<file path="src/xor_swap_pkg.sv">
package xor_swap_pkg;

  // operand and data widths
  localparam int unsigned DATA_W = 8;
  localparam int unsigned ADDR_W = 7;
  localparam int unsigned NIB_LO = 0;
  localparam int unsigned NIB_W  = 4;
  localparam int unsigned REG_COUNT = 128;

  // reset values
  localparam logic [7:0] WORK_RESET = 8'h00;
  localparam logic [7:0] ZERO_BYTE  = 8'h00;

  // destination select encodings
  localparam logic DEST_WORK = 1'b0;
  localparam logic DEST_FILE = 1'b1;

  // instruction select, one-hot
  typedef enum logic [3:0] {
    op_none                  = 4'b0001,
    op_xor_reg_with_work     = 4'b0010,
    op_nibble_exchange       = 4'b0100,
    op_xor_literal_with_work = 4'b1000
  } op_t;

  // one instruction as issued by the sequencer
  typedef struct packed {
    op_t               op;
    logic [ADDR_W-1:0] addr;
    logic              dest;
    logic [DATA_W-1:0] literal;
  } instr_t;

  // status flags seen by the core
  typedef struct packed {
    logic zero;
    logic digit_carry;
    logic carry;
  } status_t;

endpackage : xor_swap_pkg

</file>
<file path="src/data_file_mem.sv">
`timescale 1ns/10ps
module data_file_mem (
  // clock and reset
  input  wire logic       clock,
  input  wire logic       reset,
  // read port, data registered
  input  wire logic [6:0] read_addr,
  output logic      [7:0] read_data,
  // write port
  input  wire logic       write_en,
  input  wire logic [6:0] write_addr,
  input  wire logic [7:0] write_data
);

  logic [7:0] cells [xor_swap_pkg::REG_COUNT];

  // cells keep contents over reset, as data ram does
  always_ff @(posedge clock) begin
    if (write_en) begin
      cells[write_addr] <= write_data;
    end
  end

  // registered read; reset gives a defined output
  always_ff @(posedge clock) begin
    if (reset) begin
      read_data <= xor_swap_pkg::ZERO_BYTE;
    end else begin
      read_data <= cells[read_addr];
    end
  end

endmodule : data_file_mem

</file>
<file path="src/xor_swap_datapath.sv">
`timescale 1ns/10ps
module xor_swap_datapath (
  // clock and reset
  input  wire logic                  clock,
  input  wire logic                  reset,
  // instruction issue
  input  wire logic                  issue_valid,
  input  wire xor_swap_pkg::instr_t  issue,
  output logic                       issue_ready,
  // status flags in from the rest of the core
  input  wire logic                  carry_in,
  input  wire logic                  digit_carry_in,
  // results
  output logic [7:0]                 work,
  output xor_swap_pkg::status_t      status,
  output logic                       done,
  // external data file port for load of operands
  input  wire logic                  load_en,
  input  wire logic [6:0]            load_addr,
  input  wire logic [7:0]            load_data
);

  // two-phase: fetch operand (memory read is registered), then execute
  typedef enum logic [1:0] {
    st_fetch = 2'b01,
    st_exec  = 2'b10
  } state_t;

  state_t               state;
  state_t               next_state;
  xor_swap_pkg::instr_t held;
  logic [7:0]           file_data;
  logic [7:0]           result;
  logic                 zero_touch;
  logic                 to_work;
  logic                 to_file;
  logic                 is_xor_reg;
  logic                 is_swap;
  logic                 is_xor_lit;
  logic                 file_we;
  logic [6:0]           file_waddr;
  logic [7:0]           file_wdata;

  function automatic logic [7:0] swap_nibbles(input logic [7:0] v);
    swap_nibbles = {v[xor_swap_pkg::NIB_LO +: xor_swap_pkg::NIB_W],
                    v[xor_swap_pkg::NIB_W +: xor_swap_pkg::NIB_W]};
  endfunction : swap_nibbles

  // one instruction in flight; a new one only in the fetch phase
  // a second issue cannot arrive while the first writes back, which
  // keeps the operand read on the take edge clear of a pending write
  assign issue_ready = (state == st_fetch);
  assign next_state  = (state == st_fetch && issue_valid) ? st_exec : st_fetch;

  // decode of the held instruction
  assign is_xor_reg = (held.op == xor_swap_pkg::op_xor_reg_with_work);
  assign is_swap    = (held.op == xor_swap_pkg::op_nibble_exchange);
  assign is_xor_lit = (held.op == xor_swap_pkg::op_xor_literal_with_work);

  // result select
  // register xor operand
  assign result = is_xor_reg ? (work ^ file_data) :
                  is_xor_lit ? (work ^ held.literal) :
                  is_swap    ? swap_nibbles(file_data) : work;

  // destination steering
  // swap and register xor follow dest
  assign to_file    = (is_xor_reg || is_swap) && held.dest == xor_swap_pkg::DEST_FILE;
  assign to_work    = is_xor_lit || ((is_xor_reg || is_swap) && held.dest == xor_swap_pkg::DEST_WORK);
  // only the xors touch a flag
  assign zero_touch = is_xor_reg || is_xor_lit;

  // file write mux: execute write-back wins over external load
  // limitation: a load in the same cycle as a write-back is lost
  assign file_we    = (state == st_exec && to_file) || load_en;
  assign file_waddr = (state == st_exec && to_file) ? held.addr : load_addr;
  assign file_wdata = (state == st_exec && to_file) ? result : load_data;

  // read launched from the issue bus itself, so the operand is ready in
  // the execute cycle; issue.addr must stand at the take edge
  // 7-bit address reaches all 128 registers
  data_file_mem u_file (
    .clock      (clock),
    .reset      (reset),
    .read_addr  (issue.addr),
    .read_data  (file_data),
    .write_en   (file_we),
    .write_addr (file_waddr),
    .write_data (file_wdata)
  );

  // state and held instruction
  // the held copy lets the issue bus move on once the instruction is taken
  always_ff @(posedge clock) begin
    if (reset) begin
      state <= st_fetch;
      held  <= '{op: xor_swap_pkg::op_none, addr: '0, dest: 1'b0, literal: '0};
    end else begin
      state <= next_state;
      if (issue_ready && issue_valid) begin
        held <= issue;
      end
    end
  end

  // working register
  // only results steered to work land here; file results leave it alone
  always_ff @(posedge clock) begin
    if (reset) begin
      work <= xor_swap_pkg::WORK_RESET;
    end else if (state == st_exec && to_work) begin
      work <= result;
    end
  end

  // flags; carry and digit carry pass through untouched
  // those two belong to other instructions, so they are kept current
  always_ff @(posedge clock) begin
    if (reset) begin
      status <= '0;
      done   <= 1'b0;
    end else begin
      done               <= (state == st_exec);
      status.carry       <= carry_in;
      status.digit_carry <= digit_carry_in;
      if (state == st_exec && zero_touch) begin
        status.zero <= (result == xor_swap_pkg::ZERO_BYTE);
      end
    end
  end

  // assertions, one rule each; all are quiet while reset is high

  swap_no_flag_a: assert property (@(posedge clock) disable iff (reset)
    (state == st_exec && is_swap) |=> $stable(status.zero))
    else $error("swap changed zero flag");

  swap_file_data_a: assert property (@(posedge clock) disable iff (reset)
    (state == st_exec && is_swap && held.dest) |-> file_wdata == {file_data[3:0], file_data[7:4]})
    else $error("swap to file data wrong");

  lit_to_work_a: assert property (@(posedge clock) disable iff (reset)
    (state == st_exec && is_xor_lit) |=> work == ($past(work) ^ $past(held.literal)))
    else $error("literal xor result wrong");

  lit_no_file_a: assert property (@(posedge clock) disable iff (reset)
    (state == st_exec && is_xor_lit) |-> file_we == load_en)
    else $error("literal xor wrote the data file");

  zero_value_a: assert property (@(posedge clock) disable iff (reset)
    (state == st_exec && zero_touch) |=> status.zero == ($past(result) == xor_swap_pkg::ZERO_BYTE))
    else $error("zero flag wrong");

  zero_hold_a: assert property (@(posedge clock) disable iff (reset)
    !(state == st_exec && zero_touch) |=> $stable(status.zero))
    else $error("zero flag moved outside an xor");

  xor_reg_work_a: assert property (@(posedge clock) disable iff (reset)
    (state == st_exec && is_xor_reg && !held.dest) |=> work == ($past(work) ^ $past(file_data)))
    else $error("register xor to work wrong");

  xor_reg_file_a: assert property (@(posedge clock) disable iff (reset)
    (state == st_exec && is_xor_reg && held.dest) |->
      file_we && file_waddr == held.addr && file_wdata == (work ^ file_data) ##1 $stable(work))
    else $error("register xor to file wrong");

  carry_kept_a: assert property (@(posedge clock) disable iff (reset)
    (state == st_exec) |=> status.carry == $past(carry_in) && status.digit_carry == $past(digit_carry_in))
    else $error("carry flags altered");

  swap_dest_a: assert property (@(posedge clock) disable iff (reset)
    (state == st_exec && is_swap && held.dest) |-> file_we && file_waddr == held.addr ##1 $stable(work))
    else $error("swap to file misrouted");

  swap_work_a: assert property (@(posedge clock) disable iff (reset)
    (state == st_exec && is_swap && !held.dest) |=> work == {$past(file_data[3:0]), $past(file_data[7:4])})
    else $error("swap to work wrong");

  work_dest_a: assert property (@(posedge clock) disable iff (reset)
    (state == st_exec && is_swap && held.dest == xor_swap_pkg::DEST_WORK) |-> file_we == load_en)
    else $error("swap to work wrote the data file");

  take_addr_a: assert property (@(posedge clock) disable iff (reset)
    (issue_valid && issue_ready) |=> held.addr == $past(issue.addr) && held.dest == $past(issue.dest))
    else $error("operand address or destination lost");

  issue_done_a: assert property (@(posedge clock) disable iff (reset)
    (issue_valid && issue_ready) |=> ##1 done)
    else $error("done not two cycles after issue");

  // covers for the main scenarios: each destination of the register xor,
  // a swap to any destination and one to file, and a literal xor that clears work
  cover_xor_reg_c: cover property (@(posedge clock) state == st_exec && is_xor_reg && held.dest);
  cover_xor_work_c: cover property (@(posedge clock) state == st_exec && is_xor_reg && !held.dest);
  cover_swap_c: cover property (@(posedge clock) state == st_exec && is_swap);
  cover_swap_file_c: cover property (@(posedge clock) state == st_exec && is_swap && held.dest);
  cover_lit_zero_c: cover property (@(posedge clock) state == st_exec && is_xor_lit && result == 8'h00);

endmodule : xor_swap_datapath

</file>
<file path="config.mk">
export PLATFORM = sky130hd
export DESIGN_NAME = xor_swap_datapath
export DESIGN_NICKNAME = d
export VERILOG_FILES = /design/src/xor_swap_pkg.sv /design/src/data_file_mem.sv /design/src/xor_swap_datapath.sv
export SDC_FILE = /design/constraint.sdc
export NUM_CORES = 1
export LEC_CHECK = 0
export BUFFER_PORTS_ARGS = -buffer_cell sky130_fd_sc_hd__buf_2
export CORE_MARGIN = 4
export CORE_UTILIZATION = 40
export CTS_CLUSTER_SIZE = 10
export DETAILED_ROUTE_END_ITERATION = 7
export GPL_ROUTABILITY_DRIVEN = 1
export RECOVER_POWER = 100
export REMOVE_ABC_BUFFERS = 1
export SETUP_SLACK_MARGIN = 0.15
export SYNTH_ARGS = -nofsm -noshare
export SYNTH_HDL_FRONTEND = slang
export SYNTH_SLANG_ARGS = --single-unit
</file>
<file path="constraint.sdc">
create_clock -name clock -period 8.57 [get_ports clock]
set_input_delay 1.714 -clock clock [delete_from_list [all_inputs] [get_ports clock]]
set_output_delay 1.714 -clock clock [all_outputs]
set_load 0.05 [all_outputs]
</file>
==> key figures <==
Clock tree
  • Clock transition at path regs: 0.05 ns
  • CTS tree: done
  • Clock sink total: 1066
  • H-tree depth: 3
  • Clk buf depth: 3
  • Clock buffer count from CTS: between 100 and 150
  • Hold_buf cts: 0
  • CTS root buf: clkbuf_16
  • Post-CTS Repair Setup Buffers: 0
  • Clk Latency, worst-skew pair: 0.68 ns
  • Post-cts resize count: 0

STA
  • Unrepaired setup endpoints after global routing: no
  • Fmax: 163 MHz
  • Hold Violations, Final: 0
  • Final setup violation count: 0
  • Worst hold slack: between 0.4 and 0.5 ns
  • Worst slew pin tran: about 3.1 ns
  • Tcrit/Tclk final: 71.4%
  • Final setup skew: 0.0241 ns
  • Minimum clock period: roughly 6 ns
  • Sum Neg Setup Slack: 0 ns
  • Relative slew slack: -109%
  • Max Transition Viols Final: ~940

Logic synthesis
  • Synth unique cells: 65
  • Top-count cell post-synth: edfxtp_1
  • Dominant synthesized flop cell: edfxtp_1
  • Yosys warnings: 0
  • Synth top area cells: edfxtp_1, mux4_2, mux2i_1, dfxtp_1, a22oi_1
  • Mean Syn Cell Area: roughly 19 µm²
  • Top-area cell type share of the netlist area: 73.0%
  • Seq/Total Area, Yosys: 75.0%
  • EDFF count, synth: approximately 1.0k
  • Flop and latch count out of synthesis: 1066
  • Top post-synthesis cells by count: edfxtp_1, mux4_2, mux2i_1, nor2_1, nand2_1
  • Mapped Cells: 2260
  • Largest area contributor in the netlist: edfxtp_1
  • Post-Synthesis Cell Area: about 42000 µm²
  • Ys async rst share: 0%

Drt
  • Via count: 22.5k
  • First DRT Iteration DRCs: a little under 3k
  • Routed wire length: 109 mm
  • Routed Antenna Nets: 0
  • Routed vias/inst: 5.95
  • WL/cell: approximately 29 µm
  • Drc violations: 0
  • Initial DRT Pass Iterations: 8

Power
  • Worst vdd ir: about 0.15 mV
  • Static leakage: 14.6 nW
  • Pwr dens: ~230 nW/µm²

Setup path
  • CP Max Fanout: 28
  • CP arrival: between 6 and 7 ns
  • Critical Path End Type: register
  • Startpoint types: register
  • R2R Setup Slk: 2.45 ns
  • Setup CP Type: register to register
  • Critical Path RT: just under 9 ns

Hold path
  • Worst hold path class: register to register

Die
  • Die footprint: 111000 µm²
  • Core Rows: 118
  • Num ports: 54
  • Die Wd: 333 µm
  • Initial Utilization: 40.5%
  • Core ar.: about 100000 µm²
  • Die height: 333 µm

Layout
  • Area Overhead vs Synth: 11.8%
  • Post-route core utilization: ~45%
  • Fin nets: 2401
  • Area of the multi-input gates: 9930 µm²
  • Final Instance Count excl. Fillers: 3776
  • Reg area: approximately 32000 µm²
  • Fillers: roughly 8.8k
  • Share of cells above drive strength 1: 17.3%

GRT
  • Overall Global Routing Usage: between 10% and 20%
  • Pin count of the biggest net entering global routing: roughly 100
  • First-pass GRT wire length: 159 mm
  • Antenna violations before repair: 1
  • Total grt overflow: 0
  • Vias in the first global route: between 20k and 25k

Placement
  • Final Wtd Congestion: 0.921
  • Hpwl dp: slightly below 70 mm
  • Placed cells: 3617
  • Port Buf Inserts: 53

Flow run
  • Max_cap viols: 25

Run status
  • Violated checks: capacitance limit, slew limit
  • Outcome: finished with violations
worst max-delay path, cell delays in order, from the launching register on:
cell and delay [ns]:
dfxtp_1 0.82, xnor2_1 0.27, nor4_4 0.28, clkbuf_1 1.08, a41oi_1 0.67, or2_0 1.16
nor3_1 1.41
through the flow:
step	area, µm²	worst slack [ns]	power [mW]
after floorplan	41500	0.843	6.13
after global placement	44200	3.30	6.39
after detailed placement	44200	3.21	6.40
after CTS	47400	3.93	10.8
after global routing	47100	1.98	11.0
final	47100	2.45	10.7
final timing paths:
path | start | end | depth (start not counted)
setup / recovery | held[18] | u_file.cells[55][2] | 6
hold reg to reg | held[7] | held[7] | 2
hold / removal | held[7] | held[7] | 2
setup reg to reg | held[18] | u_file.cells[55][2] | 6
cell families (layout without fill, tap and decap cells):
| family | after synthesis | in the layout | synth area share (%) |
|---|---|---|---|
| AOI/OAI and AO/OA | 227 | 227 | 3.67 |
| xor gates and xnor gates | 4 | 4 | 0.0832 |
| other | 0 | 2 | 0 |
| buffers and inverters | 156 | 290 | 1.54 |
| muxes | 341 | 341 | 14.2 |
| and+or+nand+nor | 466 | 466 | 5.54 |
| DFF | 1066 | 1066 | 75.0 |
cell usage in the layout, fill, tap and decap left out, types with 5 or more instances in the layout:
cell,instances
nor2_1,118
nand4_1,12
edfxtp_1,1024
a221oi_1,19
a22oi_1,63
and2_1,12
mux4_2,205
nor4_1,10
a32oi_1,5
nand2_1,105
o22ai_1,11
nor2b_1,15
buf_4,22
a31oi_1,11
clkbuf_1,80
clkinv_1,6
dfxtp_1,42
nand3_1,48
and3_1,8
nor3_1,73
inv_1,12
or2_0,8
nor4b_1,9
nand2b_1,9
buf_2,37
o211ai_1,7
o21ai_0,41
a41oi_1,7
nor3b_1,6
mux2i_1,135
clkbuf_16,120
a21oi_1,35
report_power, final:
| group | internal (mW) | switching, mW |
|---|---|---|
| logic | 0.169 | 0.354 |
| registers | 5.75 | 0.0278 |
| clock network | 2.49 | 1.89 |
| total | 8.41 | 2.27 |
area by class of cell:
cell class | instances | area share, %
diodes | 2 | 0.0106
clock buffers | 143 | 6.58
clock inverters | 11 | 0.157
inverters | 12 | 0.0956
multi-input cells | 1038 | 21.1
flip-flops and latches | 1066 | 67.1
well taps | 1380 | 3.66
repair buffers | 124 | 1.37
metal layers:
metal | wire (µm) | GRT usage (%)
met2 | 51700 | 30.6
met4 | 3270 | 6.13
met1 | 45100 | 27.9
met3 | 9390 | 3.70
met5 | 0 | 0
sequential cells by signal (all words and copies together), names as in the netlist:
register and cells:
u_file.cells 1024, held 20, u_file.read_data 8, work 8
status 3, state 2, done 1
Power figures use the tool's default switching activity.
